$ cat config.mk
export PLATFORM = sky130hd
export DESIGN_NAME = adccmp_ctrl
export DESIGN_NICKNAME = d
export VERILOG_FILES = /design/src/rtl/adccmp_pkg.sv /design/src/rtl/adccmp_ctrl.sv
export SDC_FILE = /design/constraint.sdc
export NUM_CORES = 1
export LEC_CHECK = 0
export ABC_AREA = 1
export ABC_CLOCK_PERIOD_IN_PS = 2660
export BUFFER_PORTS_ARGS = -buffer_cell sky130_fd_sc_hd__buf_2
export CORE_MARGIN = 2
export CORE_UTILIZATION = 40
export DETAILED_ROUTE_END_ITERATION = 8
export PLACE_DENSITY = 0.67
export SKIP_CTS_REPAIR_TIMING = 1
export SLEW_MARGIN = 20
export SYNTH_ARGS = -nofsm -noshare
export SYNTH_HDL_FRONTEND = slang
export SYNTH_SLANG_ARGS = --single-unit
export TNS_END_PERCENT = 5
$ cat constraint.sdc
create_clock -name clk_sys -period 2.66 [get_ports clk_sys]
set_input_delay 0.399 -clock clk_sys [delete_from_list [all_inputs] [get_ports clk_sys]]
set_output_delay 0.399 -clock clk_sys [all_outputs]
set_load 0.005 [all_outputs]
$ cat src/rtl/adccmp_pkg.sv
// adccmp_pkg: constants and types for the converter compare and input control slice
// assumes a 16-bit register port with byte offsets as printed, one 50 MHz clock
// How it works
// - after reset the converter is powered down, all registers at reset value
// - sequence-done and compare interrupts, each gated by its enable in control two
// - sixteen input enable bits, bit x connects digital buffer of analog pin x
// - a set input enable bit keeps its buffer on continuously, even during conversion
// - any write to the compare-above select register aborts the running sequence
// - select bit 0 flags result lower or same, 1 flags result strictly higher
// - select bits index conversion position; compare value comes from compare value entry n written at OFS_CMPV
// - a conversion meeting its condition sets its flag in compare flag status, unless a compare-above select write aborts in that same cycle
package adccmp_pkg;
  localparam logic [4:0] OFS_CTL2 = 5'h02; // converter_control_two
  localparam logic [4:0] OFS_STAT = 5'h06; // sticky event status, read clears
  localparam logic [4:0] OFS_MASK = 5'h08; // event mask
  localparam logic [4:0] OFS_CFLG = 5'h0a; // compare_flag_status
  localparam logic [4:0] OFS_DIEN = 5'h0c; // digital_input_buffer_enable
  localparam logic [4:0] OFS_CMPH = 5'h0e; // compare_higher_than_select
  localparam logic [4:0] OFS_CMPV = 5'h10; // compare value for conversion index in bits 13:10
  localparam int CTL2_PWR = 0; // power up
  localparam int CTL2_SCIE = 1; // seq_done_irq_enable
  localparam int CTL2_CMPIE = 2; // compare_irq_enable
  localparam int EV_SEQ = 0; // status bit: sequence complete
  localparam int EV_CMP = 1; // status bit: compare match
  localparam logic [15:0] RST_WORD = 16'h0000; // reset value of all registers
  localparam logic [3:0] LAST_CONV = 4'hf; // sequence holds 16 conversions

  typedef enum logic [2:0] {
    ST_OFF = 3'b001,
    ST_IDLE = 3'b010,
    ST_RUN = 3'b100
  } adccmp_seq_type;

  typedef struct packed {
    logic [15:0] ctl2;
    logic [1:0] stat;
    logic [1:0] mask;
    logic [15:0] cflag;
    logic [15:0] dien;
    logic [15:0] cmph;
    logic [15:0][9:0] cval;
    adccmp_seq_type seq;
    logic [3:0] idx;
    logic [15:0] rdata;
    logic irq;
    logic busy;
  } adccmp_state_type;

  typedef struct packed {
    logic [4:0] addr;
    logic [15:0] wdata;
    logic wr;
    logic rd;
  } adccmp_bus_type;
endpackage

$ cat src/rtl/adccmp_ctrl.sv
// adccmp_ctrl: register file, sequencer, compare flagging and interrupt for the converter
// assumes the analog core supplies one result with a valid pulse per conversion, same clock
//
// Strobed register access was decided locally.
`timescale 1ns/1ns
module adccmp_ctrl (
  input wire logic clk_sys, // 50 MHz clock
  input wire logic rst_b, // synchronous reset, active low
  input wire adccmp_pkg::adccmp_bus_type bus, // register port request
  input wire logic start, // start a sequence, one-cycle pulse
  input wire logic res_valid, // conversion result valid, one-cycle pulse
  input wire logic [9:0] res_data, // conversion result
  output logic [15:0] rdata, // read data, cycle after read strobe
  output logic [15:0] input_buffer_on, // digital buffer enables per analog pin
  output logic seq_busy, // sequence running
  output logic irq // level interrupt request
);
  adccmp_pkg::adccmp_state_type s_q;
  adccmp_pkg::adccmp_state_type s_d;
  logic hit;
  logic [1:0] ev;

  // comparison for the current conversion, operator and value by position
  always_comb
  begin
    if (s_q.cmph[s_q.idx])
      hit = res_data > s_q.cval[s_q.idx];
    else
      hit = res_data <= s_q.cval[s_q.idx];
  end

  // next state: bus writes, reads, sequencer, flags
  always_comb
  begin
    s_d = s_q;
    ev = 2'b00;
    s_d.rdata = 16'h0000;
    if (bus.rd)
    begin
      if (bus.addr == adccmp_pkg::OFS_CTL2)
        s_d.rdata = s_q.ctl2;
      else if (bus.addr == adccmp_pkg::OFS_STAT)
        s_d.rdata = {14'h0000, s_q.stat};
      else if (bus.addr == adccmp_pkg::OFS_MASK)
        s_d.rdata = {14'h0000, s_q.mask};
      else if (bus.addr == adccmp_pkg::OFS_CFLG)
        s_d.rdata = s_q.cflag;
      else if (bus.addr == adccmp_pkg::OFS_DIEN)
        s_d.rdata = s_q.dien;
      else if (bus.addr == adccmp_pkg::OFS_CMPH)
        s_d.rdata = s_q.cmph;
      else if (bus.addr == adccmp_pkg::OFS_CMPV)
        s_d.rdata = {6'h00, s_q.cval[0]};
      if (bus.addr == adccmp_pkg::OFS_STAT)
        s_d.stat = 2'b00; // read clears
    end
    if (bus.wr)
    begin
      if (bus.addr == adccmp_pkg::OFS_CTL2)
        s_d.ctl2 = bus.wdata;
      else if (bus.addr == adccmp_pkg::OFS_MASK)
        s_d.mask = bus.wdata[1:0];
      else if (bus.addr == adccmp_pkg::OFS_CFLG)
        s_d.cflag = s_q.cflag & ~bus.wdata; // write one clears
      else if (bus.addr == adccmp_pkg::OFS_DIEN)
        s_d.dien = bus.wdata;
      else if (bus.addr == adccmp_pkg::OFS_CMPH)
        s_d.cmph = bus.wdata;
      else if (bus.addr == adccmp_pkg::OFS_CMPV)
        s_d.cval[bus.wdata[13:10]] = bus.wdata[9:0];
    end
    // sequencer
    case (s_q.seq)
      adccmp_pkg::ST_OFF:
        if (s_q.ctl2[adccmp_pkg::CTL2_PWR])
          s_d.seq = adccmp_pkg::ST_IDLE;
      adccmp_pkg::ST_IDLE:
        if (start)
        begin
          s_d.seq = adccmp_pkg::ST_RUN;
          s_d.idx = 4'h0;
        end
      adccmp_pkg::ST_RUN:
        if (res_valid)
        begin
          if (hit)
          begin
            s_d.cflag[s_q.idx] = 1'b1;
            ev[adccmp_pkg::EV_CMP] = 1'b1;
          end
          if (s_q.idx == adccmp_pkg::LAST_CONV)
          begin
            s_d.seq = adccmp_pkg::ST_IDLE;
            ev[adccmp_pkg::EV_SEQ] = 1'b1;
          end
          else
            s_d.idx = s_q.idx + 4'h1;
        end
      default:
        s_d.seq = adccmp_pkg::ST_OFF;
    endcase
    // abort on compare select write, no remaining conversions
    if (bus.wr && bus.addr == adccmp_pkg::OFS_CMPH && s_q.seq == adccmp_pkg::ST_RUN)
    begin
      s_d.seq = adccmp_pkg::ST_IDLE;
      s_d.idx = 4'h0;
      ev = 2'b00;
      s_d.cflag = s_q.cflag;
    end
    if (!s_d.ctl2[adccmp_pkg::CTL2_PWR])
      s_d.seq = adccmp_pkg::ST_OFF;
    // events set over read clear
    s_d.stat = s_d.stat | ev;
    s_d.busy = (s_d.seq == adccmp_pkg::ST_RUN);
    s_d.irq = |(s_d.stat & s_d.mask &
      {s_d.ctl2[adccmp_pkg::CTL2_CMPIE], s_d.ctl2[adccmp_pkg::CTL2_SCIE]});
  end

  // state register
  always_ff @(posedge clk_sys)
  begin
    if (!rst_b)
    begin
      s_q <= '0;
      s_q.seq <= adccmp_pkg::ST_OFF;
    end
    else
      s_q <= s_d;
  end

  assign rdata = s_q.rdata;
  assign input_buffer_on = s_q.dien;
  assign seq_busy = s_q.busy;
  assign irq = s_q.irq;

  reset_off_a: assert property (@(posedge clk_sys) !rst_b |=> s_q.seq == adccmp_pkg::ST_OFF
    && irq == 1'b0 && input_buffer_on == 16'h0000) else $error("not off after reset");
  irq_gate_a: assert property (@(posedge clk_sys) disable iff (!rst_b)
    irq |-> (s_q.ctl2[adccmp_pkg::CTL2_SCIE] || s_q.ctl2[adccmp_pkg::CTL2_CMPIE]))
    else $error("irq without local enable");
  dien_write_a: assert property (@(posedge clk_sys) disable iff (!rst_b)
    bus.wr && bus.addr == adccmp_pkg::OFS_DIEN |=> input_buffer_on == $past(bus.wdata))
    else $error("input enable not stored");
  dien_hold_a: assert property (@(posedge clk_sys) disable iff (!rst_b)
    !(bus.wr && bus.addr == adccmp_pkg::OFS_DIEN) |=> $stable(input_buffer_on))
    else $error("input enable moved");
  abort_seq_a: assert property (@(posedge clk_sys) disable iff (!rst_b)
    bus.wr && bus.addr == adccmp_pkg::OFS_CMPH && seq_busy |=> !seq_busy)
    else $error("sequence not aborted");
  cmp_op_a: assert property (@(posedge clk_sys) disable iff (!rst_b)
    seq_busy && res_valid && !bus.wr && s_q.cmph[s_q.idx]
    && res_data > s_q.cval[s_q.idx] |=> s_q.cflag[$past(s_q.idx)])
    else $error("higher compare not flagged");
  cmp_low_a: assert property (@(posedge clk_sys) disable iff (!rst_b)
    seq_busy && res_valid && !bus.wr && !s_q.cmph[s_q.idx]
    && res_data <= s_q.cval[s_q.idx] |=> s_q.cflag[$past(s_q.idx)] && s_q.stat[1])
    else $error("lower compare not flagged");
  idx_step_a: assert property (@(posedge clk_sys) disable iff (!rst_b)
    seq_busy && res_valid && !bus.wr && s_q.idx != 4'hf |=> s_q.idx == $past(s_q.idx) + 4'h1)
    else $error("conversion index wrong");
  abort_idle_a: assert property (@(posedge clk_sys) disable iff (!rst_b)
    bus.wr && bus.addr == adccmp_pkg::OFS_CMPH && seq_busy
    |=> s_q.seq == adccmp_pkg::ST_IDLE && (!s_q.stat[0] || $past(s_q.stat[0])))
    else $error("abort not idle");
  // main scenarios reached: done, abort, interrupt, compare hit; idle with power off cannot occur, power off forces ST_OFF
  seq_done_c: cover property (@(posedge clk_sys) disable iff (!rst_b) s_q.stat[0]);
  abort_c: cover property (@(posedge clk_sys) disable iff (!rst_b)
    bus.wr && bus.addr == adccmp_pkg::OFS_CMPH && seq_busy);
  irq_c: cover property (@(posedge clk_sys) disable iff (!rst_b) irq);
  cmp_hit_c: cover property (@(posedge clk_sys) disable iff (!rst_b) seq_busy && res_valid && hit);
  pwr_drop_c: cover property (@(posedge clk_sys) disable iff (!rst_b)
    s_q.seq == adccmp_pkg::ST_IDLE && !s_q.ctl2[adccmp_pkg::CTL2_PWR]);
endmodule // adccmp_ctrl

Word-level counts from Yosys, hierarchy flattened

Cells that the tools add are included.

Bitwise gates (word level): 12
Multiplexer cells: 49
Magnitude comparators: 6
Eq/ne operators: 15
Add/subtract/negate cells: 1
Reductions and logical operators: 13

Operators by type and width:

| kind                                                                                | count |
|---|---|
| 210-bit 2-to-1 mux                                                                  | 2 |
| 160-bit 2-to-1 mux                                                                  | 2 |
| 208-bit 2-to-1 mux                                                                  | 1 |
| 16-bit 2-to-1 mux                                                                   | 12 |
| 192-bit 2-to-1 mux                                                                  | 1 |
| 176-bit 2-to-1 mux                                                                  | 1 |
| 160-bit bitwise mux                                                                 | 1 |
| 10-bit binary-select mux with 4-bit select                                          | 1 |
| 10-bit demux with 4-bit select                                                      | 1 |
| 10-bit 2-to-1 mux                                                                   | 3 |
| 7-bit 2-to-1 mux                                                                    | 3 |
| 5-bit by 4-bit == test with 1-bit output, second input constant                     | 4 |
| 16-bit bitwise AND                                                                  | 1 |
| 16-bit NOT                                                                          | 1 |
| 16-bit bitwise OR                                                                   | 1 |
| 3-bit 2-to-1 mux                                                                    | 5 |
| 2-bit 2-to-1 mux                                                                    | 6 |
| 10-bit > comparator                                                                 | 1 |
| 10-bit <= comparator                                                                | 1 |
| 4-bit by 5-bit less-than comparator with 1-bit output, second input constant        | 2 |
| 3-bit case mux with 3 select lines                                                  | 1 |
| 4-bit by 1-bit greater-or-equal comparator with 1-bit output, second input constant | 2 |
| 4-bit case mux with 2 select lines                                                  | 1 |
| 7-bit AND reduction                                                                 | 1 |
| other kinds (23)                                                                    | 41 |

Flip-flop bits (word level): 253
Word-level logic and storage cells: 124

Longest topological paths before layout

Gate-level depths: netlist of run 1.

Depth after elaboration: 16
Mapped depth: 24

Worst setup path after synthesis of run 1

OpenSTA, ideal clock, no wires.

Path type: register -> register
From: register s_q[18] in the netlist's numbering
To: register s_q[229] in the netlist's numbering
Slack: -243 ps
Data required time: 2589 ps
Cell stages (with the launch flop): 21
Data arrival time: 2832 ps
Cell sequence: dfxtp_1 > buf_4 > inv_2 > buf_2 > clkbuf_1 > nor2_1 > o22ai_1 > a22o_1 > a221oi_1 > ha_1 > nand2_1 > nor2_1 > nand3_1 > nand3_1 > nand2_1 > nand2_1 > nand3_2 > nor2_4 > buf_6 > nand3_1 > a21oi_1

Cells in the longest elaborated chain, start to end: 8
Elaborated cells between the ends (all ways): 16
Those cells by class: order compare: 4; mux: 10; bitwise: 1; reduce/logical: 1

Ends and longest elaborated chain:

| element                                                                      | RTL line          | RTL |
|---|---|---|
| from (decl)                                                                  | adccmp_ctrl.sv:18 | `adccmp_pkg::adccmp_state_type s_q;` |
| parallel branches: the longest is 5 deep, another holds 10-bit <= comparator | -                 |  |
| 16-bit 2-to-1 mux *                                                          | adccmp_ctrl.sv:86 | `if (hit)` |
| 16-bit 2-to-1 mux *                                                          | adccmp_ctrl.sv:84 | `if (res_valid)` |
| 16-bit 2-to-1 mux *                                                          | adccmp_ctrl.sv:73 | `case (s_q.seq)` |

Mark *: on every way between the ends. The select of a mux whose other input is x is not followed.
A chain may end at the register's enable or synchronous reset.

Worst setup path in the final report of run 1

From: register s_q[18] in the netlist's numbering
To: register s_q[230] in the netlist's numbering

The elaborated chain is that of the path after synthesis.

==> flow_summary_export.csv, run 1 <==
group,metric,value,unit
run_status,status,"complete, but fails checks",
run_status,violations,"negative setup slack",
routing,drt_iter0_markers,992,
global_routing,grt_pass1_vias,9613,
worst_setup_path,path_max_fanout,28,
die,die_y,171,um
cts,cts-buffers-inserted,27,
cts,clk_latency,540,ps
die,core,27600,um^2
synth,ys_types,34,
cts,cts.htree.levels,1,
routing,drc,0,
global_routing,grtUsageTotal,22.2,%
flow_run,cap_viol_max_count,0,
global_routing,grt_overflow,0,
worst_setup_path,crit_end,"s_q[230]",
worst_setup_path,cp.required,3130,ps
routing,dr.pass1.iters,5,
timing,worstMarginPinSlew,809,ps
power,power_per_cell_area,604,nW/um^2
cells_and_area,area_growth,16.8,%
synth,syn-num-nets,1519,
placed_design,dp_hpwl,22.1,mm
cells_and_area,fin_util,47.2,%
worst_setup_path,worst_r2r_endpoint,"s_q[230]",
timing,slew_headroom,46.0,%
timing,final_max_slew_viol_count,0,
synth,synth_cells,1468,
hold_path,hold_class,"input pin to flip-flop",
cells_and_area,antenna_cells,0,
synth,yosysSeqAreaShare,45.5,%
synth,yosysTopAreaCell,"dfxtp_1",
worst_setup_path,cp-start-kind,"flip-flop",
routing,wl,32.8,mm
synth,synthArstFlopShare,0,%
synth,synth_seq_cells,253,
synth,synthTopCellsByCount,"o21ai_0, dfxtp_1, a21oi_1",
worst_setup_path,crit_type,"flip-flop to flip-flop",
die,rows,61,
global_routing,grt_pass1_wl,51.7,mm
die,dieWidth,171,um
synth,synth_edf_count,0,
worst_setup_path,rr_worst_depth,19,
worst_setup_path,worstReg2RegStart,"s_q[18]",
cells_and_area,stdcell_count,1896,
synth,ys.flop_type,"dfxtp_1",
timing,rsz0062_at_grt,"yes",
timing,fmax,0.346,GHz
synth,synth_top_area_share,45.5,%
die,top_level_ports,71,
cts,root_buffer,"clkbuf_16",
die,die-area,29200,um^2
global_routing,antenna_found_initial,0,
worst_setup_path,crit_path_end_kind,"flip-flop",
worst_setup_path,arrival,3360,ps
placed_design,portBuffers,70,
synth,ys_warn_count,0,
routing,wl_per_cell,17.3,um
routing,ant_nets,0,
placed_design,gp_congestion,0.903,
synth,syn-cell-area,11100,um^2
cts,cts_buffer_depth,3,
cells_and_area,drive_gt1_share,16.8,%
synth,synth_most_common_cell,"o21ai_0",
worst_setup_path,crit_start,"s_q[18]",
cts,clkTransAtPathRegs,60,ps
routing,vias,10325,
timing,period_needed,2890,ps
global_routing,grt_max_degree,129,
synth,syn_area_per_cell,7.58,um^2
timing,setup_viol,18,
power,power_leakage,5.21,nW
routing,vias_per_cell,5.45,
worst_setup_path,rrSetupSlack,-230,ps
cts,cts.sinks,253,
timing,period_share,108,%
power,max-vdd-ir-drop,0.000428,V
cts,cts_tree,"done",
synth,synth_area_leaders,"dfxtp_1, o21ai_0, a21oi_1",
placed_design,dp_cells,1847,
cells_and_area,nNetsFinal,1549,
timing,hold_viol,0,
die,initial_utilization,40.4,%
timing,skew,8.45,ps
timing,setup_slack,-226,ps
## cell usage in the layout, fill, tap and decap left out, drive strengths merged
cell / n
a211oi: 1
a22o: 9
inv: 91
a21oi: 239
nand4: 4
o22ai: 41
buf: 154
o21ai: 317
nand2: 103
clkbuf: 37
a21boi: 6
o21a: 7
bufinv: 2
o221ai: 4
nor3: 7
clkinvlp: 5
dfxtp: 253
o21bai: 1
o211ai: 6
nand3: 37
a221oi: 16
o2111ai: 2
ha: 14
clkinv: 8
xor2: 1
nand3b: 1
nor2: 152
## where the power goes
part,switching (W),total [W],leakage [nW],internal (W)
combinational,0.000221,0.000314,2.75,0.0000935
sequential,0.00000868,0.00381,2.04,0.00380
clock,0.00155,0.00373,0.418,0.00218
## per-stage QoR
step	power (W)	hold slack, ps	setup slack, ps	TNS (ps)	instance area [um^2]
2_1_floorplan	0.00407	439	-63.8	-579	11200
3_3_place_gp	0.00420	454	-229	-3620	12000
3_5_place_dp	0.00420	456	-276	-4630	12000
4_1_cts	0.00791	136	-310	-4940	12900
5_1_grt	0.00809	155	-354	-5760	13000
6_report	0.00785	147	-226	-3450	13000
## cell type report
type / count / area (um^2)
clock buffer: 37 / 753
clock inverter: 12 / 126
fill: 2689 / 14600
inverter: 94 / 355
multi-input combinational: 968 / 5100
sequential: 253 / 5070
tap: 378 / 473
timing repair buffer: 154 / 1120
## metal layers
layer  wire length, um  share of wire, %  GRT usage, %  vias to the layer above
met2             15600                48          37.4                      330
met3              1870               5.7          2.73                       49
li1                  -                 -             -                     5104
met1             14600                44          30.0                     4842
met5                 0                 0             0                        -
met4               722               2.2          6.06                        0
## how the worst min path moves through the flow
stage,start,endpoint,slack (ps),cells after the start
after global routing,bus[17],s_q[252],160,3
after floorplan,s_q[199],s_q[199],440,2
after CTS,bus[17],s_q[252],140,3
final,bus[16],input_buffer_on[14],150,3
after detailed placement,s_q[240],rdata[3],460,2
after global placement,s_q[240],rdata[3],450,2
## critical path: stages (launching register included)
cell and delay [ps]:
dfxtp_4 370, inv_4 50, buf_12 160, buf_4 170
o21ai_2 130, o22ai_2 110, a221oi_2 320, ha_1 320
nand2_2 100, inv_1 50, a21oi_2 140, nand2_1 70
nor2_1 100, nor2_1 50, nand2_1 70, nand3_2 100
nor2_4 130, buf_12 150, nand3_1 80, a21oi_2 130
## cells by family (layout without fill, tap and decap cells)
logic type                 after synthesis  in the layout  share of synthesized area [%]
AOI/OAI and AO/OA                      649            649                           31.2
and+or+nand+nor                        304            304                           11.6
DFF                                    253            253                           45.5
buffers and inverters                  247            297                           10.1
adders and majority gates               14             14                           1.57
xor gates and xnor gates                 1              1                         0.0787
Note: power is estimated with default switching activity, not from simulation.
==> run 2, diff against run 1 <==
--- a/config.mk
+++ b/config.mk
@@ -8,7 +8,6 @@
 export ABC_AREA = 1
 export ABC_CLOCK_PERIOD_IN_PS = 2660
 export BUFFER_PORTS_ARGS = -buffer_cell sky130_fd_sc_hd__buf_2
-export CORE_MARGIN = 2
 export CORE_UTILIZATION = 40
 export DETAILED_ROUTE_END_ITERATION = 8
 export PLACE_DENSITY = 0.67
==> run 2 against run 1 <==
Effect of this change: the run still ends with negative setup slack left; final cell count up 0.16%; sequential cell count is the same; cell area up 0.89%; clock skew is 7.3 ps higher; sequential share of layout area down 0.34 points; routed wire length increased by 2.4%; clock power up 14%; largest power group is now clock; highest routed layer unchanged.
==> flow_summary_export.csv, run 2 (synthesis gave the netlist of run 1 again) <==
group,metric,value,unit
placed_design,dp_cells,1845,
timing,period_share,106,%
worst_setup_path,path_cells,"inv_4, buf_12, buf_4, nor2_1, o22ai_1, a22o_1, a221oi_2, ha_1, nand2_1, nand2_1, nand3_1, nand2_1, nor2_1, nor2_1, nand2_1, nand3_2, nor2_4, buf_12, nand3_1, a21oi_1",
routing,drc,0,
routing,drt_iter0_markers,1029,
worst_setup_path,path_max_fanout,15,
cts,cts.htree.levels,1,
global_routing,grt_max_degree,120,
worst_setup_path,worstReg2RegStart,"s_q[18]",
global_routing,grt_overflow,0,
die,dieWidth,169,um
routing,vias,10469,
cts,cts.sinks,253,
placed_design,dp_hpwl,22.5,mm
worst_setup_path,cp_common_cell,"nand2_1",
die,core,27100,um^2
timing,final_max_slew_viol_count,0,
routing,wl_per_cell,17.7,um
power,power_leakage,5.30,nW
cts,clk_latency,550,ps
routing,ant_nets,0,
timing,setup_slack,-168,ps
cells_and_area,final_cell_mix,"o21ai_0, dfxtp_1, a21oi_1, nor2_1, nand2_1",
worst_setup_path,cp.required,3120,ps
timing,fmax,0.354,GHz
global_routing,grt_pass1_vias,9926,
routing,dr.pass1.iters,7,
cells_and_area,area_growth,17.9,%
run_status,violations,"negative setup slack",
worst_setup_path,arrival,3290,ps
cts,clkTransAtPathRegs,60,ps
worst_setup_path,crit_start,"s_q[18]",
placed_design,pre_cts_slack,-235,ps
cts,cts_buffer_depth,3,
die,die_y,169,um
timing,finalSetupTns,-2180,ps
worst_setup_path,path_buf_inv,4,
global_routing,grt_pass1_wl,53.6,mm
cts,root_buffer,"clkbuf_16",
cts,cts-buffers-inserted,28,
cts,cts_tree,"done",
global_routing,grtUsageTotal,23.5,%
hold_path,hold_class,"input pin to flip-flop",
timing,hold_viol,0,
die,die-area,28500,um^2
routing,wl,33.6,mm
cells_and_area,drive_gt1_share,16.8,%
worst_setup_path,path_delay_family,"simple AND/OR/NAND/NOR gates",
global_routing,antenna_found_initial,1,
worst_setup_path,max_stage_delay,390,ps
die,top_level_ports,71,
worst_setup_path,crit_path_top_delay_cell,"dfxtp_4",
placed_design,portBuffers,70,
hold_path,worstHoldStart,"bus[17]",
timing,worstMarginPinSlew,868,ps
timing,setup_viol,17,
worst_setup_path,crit_type,"flip-flop to flip-flop",
timing,skew,15.8,ps
timing,rsz0062_at_grt,"yes",
cells_and_area,mostFrequentLayoutCell,"o21ai_0",
timing,slew_headroom,42.1,%
worst_setup_path,crit_path_end_kind,"flip-flop",
routing,vias_per_cell,5.51,
cells_and_area,nNetsFinal,1555,
power,power_per_cell_area,640,nW/um^2
die,initial_utilization,41.1,%
worst_setup_path,cp-start-kind,"flip-flop",
die,rows,60,
flow_run,cap_viol_max_count,0,
power,max-vdd-ir-drop,0.000429,V
placed_design,gp_congestion,0.883,
timing,period_needed,2830,ps
run_status,status,"complete, but fails checks",
cells_and_area,stdcell_count,1899,
run 2: cell count changes in the layout (fill, tap and decap cells not counted), moves of 3 or more:
cell / previous run / this run
o21ai_0: 247 / 255
o21ai_2: 3 / 0
bufinv_16: 2 / 5
buf_4: 72 / 78
o21ai_1: 66 / 62
clkinvlp_4: 5 / 0
clkinv_4: 0 / 3
run 2: worst paths after layout:
path         slack, ps       end  depth (start not counted)
min reg2reg        470  rdata[2]                          2
max reg2reg       -170  s_q[222]                         20
min                130  s_q[252]                          3
max               -170  s_q[222]                         20
run 2: metrics by stage:
stage	hold slack, ps	utilization [%]	total power (W)	cell area (um^2)
finish	135	48.4	0.00839	13100
global route	138	48.4	0.00862	13100
CTS	126	48.1	0.00842	13000
detailed placement	453	44.3	0.00420	12000
global placement	459	44.3	0.00420	12000
floorplan	439	-	0.00407	11200
run 2: area by class of cell:
cell class	count	area, um^2
fill	2602	14000
sequential	253	5070
multi-input combinational	968	5050
timing repair buffer	159	1140
clock buffer	39	823
tap	372	465
inverter	94	355
clock inverter	13	205
antenna	1	2.50
run 2: per-layer routing:
| layer | routed length, um | global-route usage (%) | vias to the layer above | part of all wire, % |
|---|---|---|---|---|
| li1 | - | - | 5122 | - |
| met1 | 15000 | 30.9 | 4884 | 45 |
| met2 | 15200 | 38.4 | 382 | 45 |
| met3 | 2090 | 3.65 | 81 | 6.2 |
| met4 | 1270 | 9.84 | 0 | 3.8 |
| met5 | 0 | 0 | - | 0 |
run 2: worst reg2reg max path, cell delays in order, from the launching register on:
cell      delay [ps]
dfxtp_4          390
inv_4             70
buf_12           140
buf_4            150
nor2_1           100
o22ai_1           90
a22o_1           260
a221oi_2         190
ha_1             270
nand2_1           70
nand2_1           50
nand3_1           90
nand2_1           60
nor2_1            80
nor2_1            50
nand2_1           70
nand3_2           90
nor2_4           150
buf_12           150
nand3_1           80
a21oi_1          140
run 2: power by group:
part	switching [W]	leakage, nW	internal, W
combinational	0.000222	2.75	0.0000903
sequential	0.00000902	2.04	0.00380
clock	0.00162	0.508	0.00265
==> run 3, diff against run 2 <==
--- a/config.mk
+++ b/config.mk
@@ -8,11 +8,12 @@
 export ABC_AREA = 1
 export ABC_CLOCK_PERIOD_IN_PS = 2660
 export BUFFER_PORTS_ARGS = -buffer_cell sky130_fd_sc_hd__buf_2
+export CAP_MARGIN = 20
 export CORE_UTILIZATION = 40
 export DETAILED_ROUTE_END_ITERATION = 8
 export PLACE_DENSITY = 0.67
+export REMOVE_ABC_BUFFERS = 1
 export SKIP_CTS_REPAIR_TIMING = 1
-export SLEW_MARGIN = 20
 export SYNTH_ARGS = -nofsm -noshare
 export SYNTH_HDL_FRONTEND = slang
 export SYNTH_SLANG_ARGS = --single-unit
==> run 3 against run 2 <==
Effect of this change: the run still ends with negative setup slack left; sequential cell count unchanged; routed wire length decreased by 2.1%; first-iteration DRC count increased by 7.5%; global-route usage down 0.76 points; die area is the same; via count is 1.0% lower; sequential share of layout area grew 0.36 points; cell area fell by 0.93%; worst setup slack worse by 110 ps; critical path type unchanged; critical endpoint is now s_q[225].
==> flow_summary_export.csv, run 3 (synthesis gave the netlist of run 1 again) <==
group,metric,value,unit
cts,cts.htree.levels,1,
routing,drt_iter0_markers,1106,
placed_design,place_area,11800,um^2
power,clock_power_share,50.4,%
cells_and_area,area_growth,16.8,%
routing,wl_per_cell,17.5,um
worst_setup_path,path_delay_family,"compound AO/OA/AOI/OAI gates",
timing,period_needed,2940,ps
placed_design,dp_hpwl,22.0,mm
timing,skew,13.0,ps
global_routing,grt_overflow,0,
power,p_sw,0.00179,W
global_routing,grt_pass1_wl,51.9,mm
routing,wl,32.9,mm
cts,cts.sinks,253,
flow_run,cap_viol_max_count,0,
die,die-area,28500,um^2
power,pwr-share-comb,3.7,%
routing,drc,0,
timing,setup_viol,18,
die,rows,60,
placed_design,dp_cells,1828,
cts,root_buffer,"clkbuf_16",
timing,hold_viol,0,
timing,finalSetupTns,-3870,ps
timing,rsz0062_at_grt,"yes",
power,internal-power,0.00651,W
die,initial_utilization,41.1,%
worst_setup_path,path_buf_inv,3,
timing,hold_ws,134,ps
worst_setup_path,path_max_fanout,16,
cells_and_area,nNetsFinal,1542,
power,swShare,21.5,%
placed_design,gp_congestion,0.890,
timing,period_share,111,%
routing,vias,10360,
power,power_leakage,5.24,nW
cells_and_area,antenna_cells,0,
timing,final_max_slew_viol_count,0,
die,die_y,169,um
routing,vias_per_cell,5.50,
worst_setup_path,arrival,3390,ps
worst_setup_path,cp_common_cell,"nand2_1",
cts,clkTransAtPathRegs,70,ps
cts,cts_buffer_depth,3,
run_status,violations,"negative setup slack",
die,dieWidth,169,um
power,max-vdd-ir-drop,0.000491,V
cts,cts-buffers-inserted,28,
cells_and_area,stdcell_count,1884,
cells_and_area,drive_gt1_share,15.7,%
timing,fmax,0.340,GHz
worst_setup_path,cp.required,3110,ps
hold_path,hold_class,"input pin to flip-flop",
worst_setup_path,path_cells,"buf_6, o21ai_0, o22ai_1, a22o_1, a221oi_2, ha_1, nand2_1, nor2_2, buf_4, nand2_1, nor2_1, nor2_1, nand2_1, nand3_2, nor2_4, buf_12, nand3_1, a21oi_2",
timing,setup_slack,-280,ps
run_status,status,"complete, but fails checks",
worst_setup_path,max_stage_delay,380,ps
cells_and_area,mostFrequentLayoutCell,"o21ai_0",
placed_design,portBuffers,70,
routing,dr.pass1.iters,5,
die,top_level_ports,71,
die,core,27100,um^2
cts,clk_latency,540,ps
global_routing,grtUsageTotal,22.8,%
global_routing,grt_pass1_vias,9691,
worst_setup_path,crit_path_end_kind,"flip-flop",
worst_setup_path,cp-start-kind,"flip-flop",
global_routing,grt_max_degree,145,
power,power_per_cell_area,639,nW/um^2
power,seqPwrFrac,45.9,%
worst_setup_path,crit_path_top_delay_cell,"dfxtp_2",
cells_and_area,design_area,13000,um^2
timing,slew_headroom,43.2,%
cts,cts_tree,"done",
routing,ant_nets,0,
timing,worstMarginPinSlew,852,ps
worst_setup_path,crit_type,"flip-flop to flip-flop",
global_routing,antenna_found_initial,0,
cells_and_area,final_cell_mix,"o21ai_0, dfxtp_1, a21oi_1, nor2_1, nand2_1",
-- run 3: layout make-up --
cell class	instances	area [um^2]
clock buffer	38	820
clock inverter	13	190
fill	2589	14100
inverter	94	353
multi-input combinational	968	5030
sequential	253	5070
tap	372	465
timing repair buffer	146	1070
-- run 3: power groups by stage --
stage | Clock, W | Combinational [W] | Sequential [W]
after floorplan | 0 | 0.000127 | 0.00389
after detailed placement | 0 | 0.000296 | 0.00389
after global routing | 0.00440 | 0.000330 | 0.00381
final | 0.00419 | 0.000306 | 0.00381
after global placement | 0 | 0.000293 | 0.00389
after CTS | 0.00423 | 0.000297 | 0.00381
-- run 3: tightest hold or removal path, cell delays in order --
cell,delay [ps]
buf_2,120
nor2_1,50
nor2_1,80
-- run 3: layer usage --
layer  part of all wire [%]  up-vias  global-route usage, %  wire [um]
met3                    6.5       54                   2.31       2150
met4                    2.2        0                   7.15        726
li1                       -     5095                      -          -
met2                     47      382                   37.4      15400
met1                     44     4829                   31.3      14600
met5                      0        -                      0          0
-- run 3: worst paths after layout --
path              slack, ps                   to  depth (start not counted)  startpoint
hold / removal          130  input_buffer_on[15]                          3     bus[17]
setup / recovery       -280             s_q[225]                         18     s_q[19]
hold reg to reg         470             rdata[9]                          2    s_q[246]
setup reg to reg       -280             s_q[225]                         18     s_q[19]
-- run 3: through the flow --
| step | worst slack (ps) | total power [W] | util [%] |
|---|---|---|---|
| finish | -280 | 0.00830 | 47.9 |
| global placement | -400 | 0.00419 | 43.5 |
| CTS | -467 | 0.00834 | 47.2 |
| global route | -383 | 0.00854 | 47.9 |
| floorplan | -2060 | 0.00402 | - |
| detailed placement | -419 | 0.00419 | 43.5 |
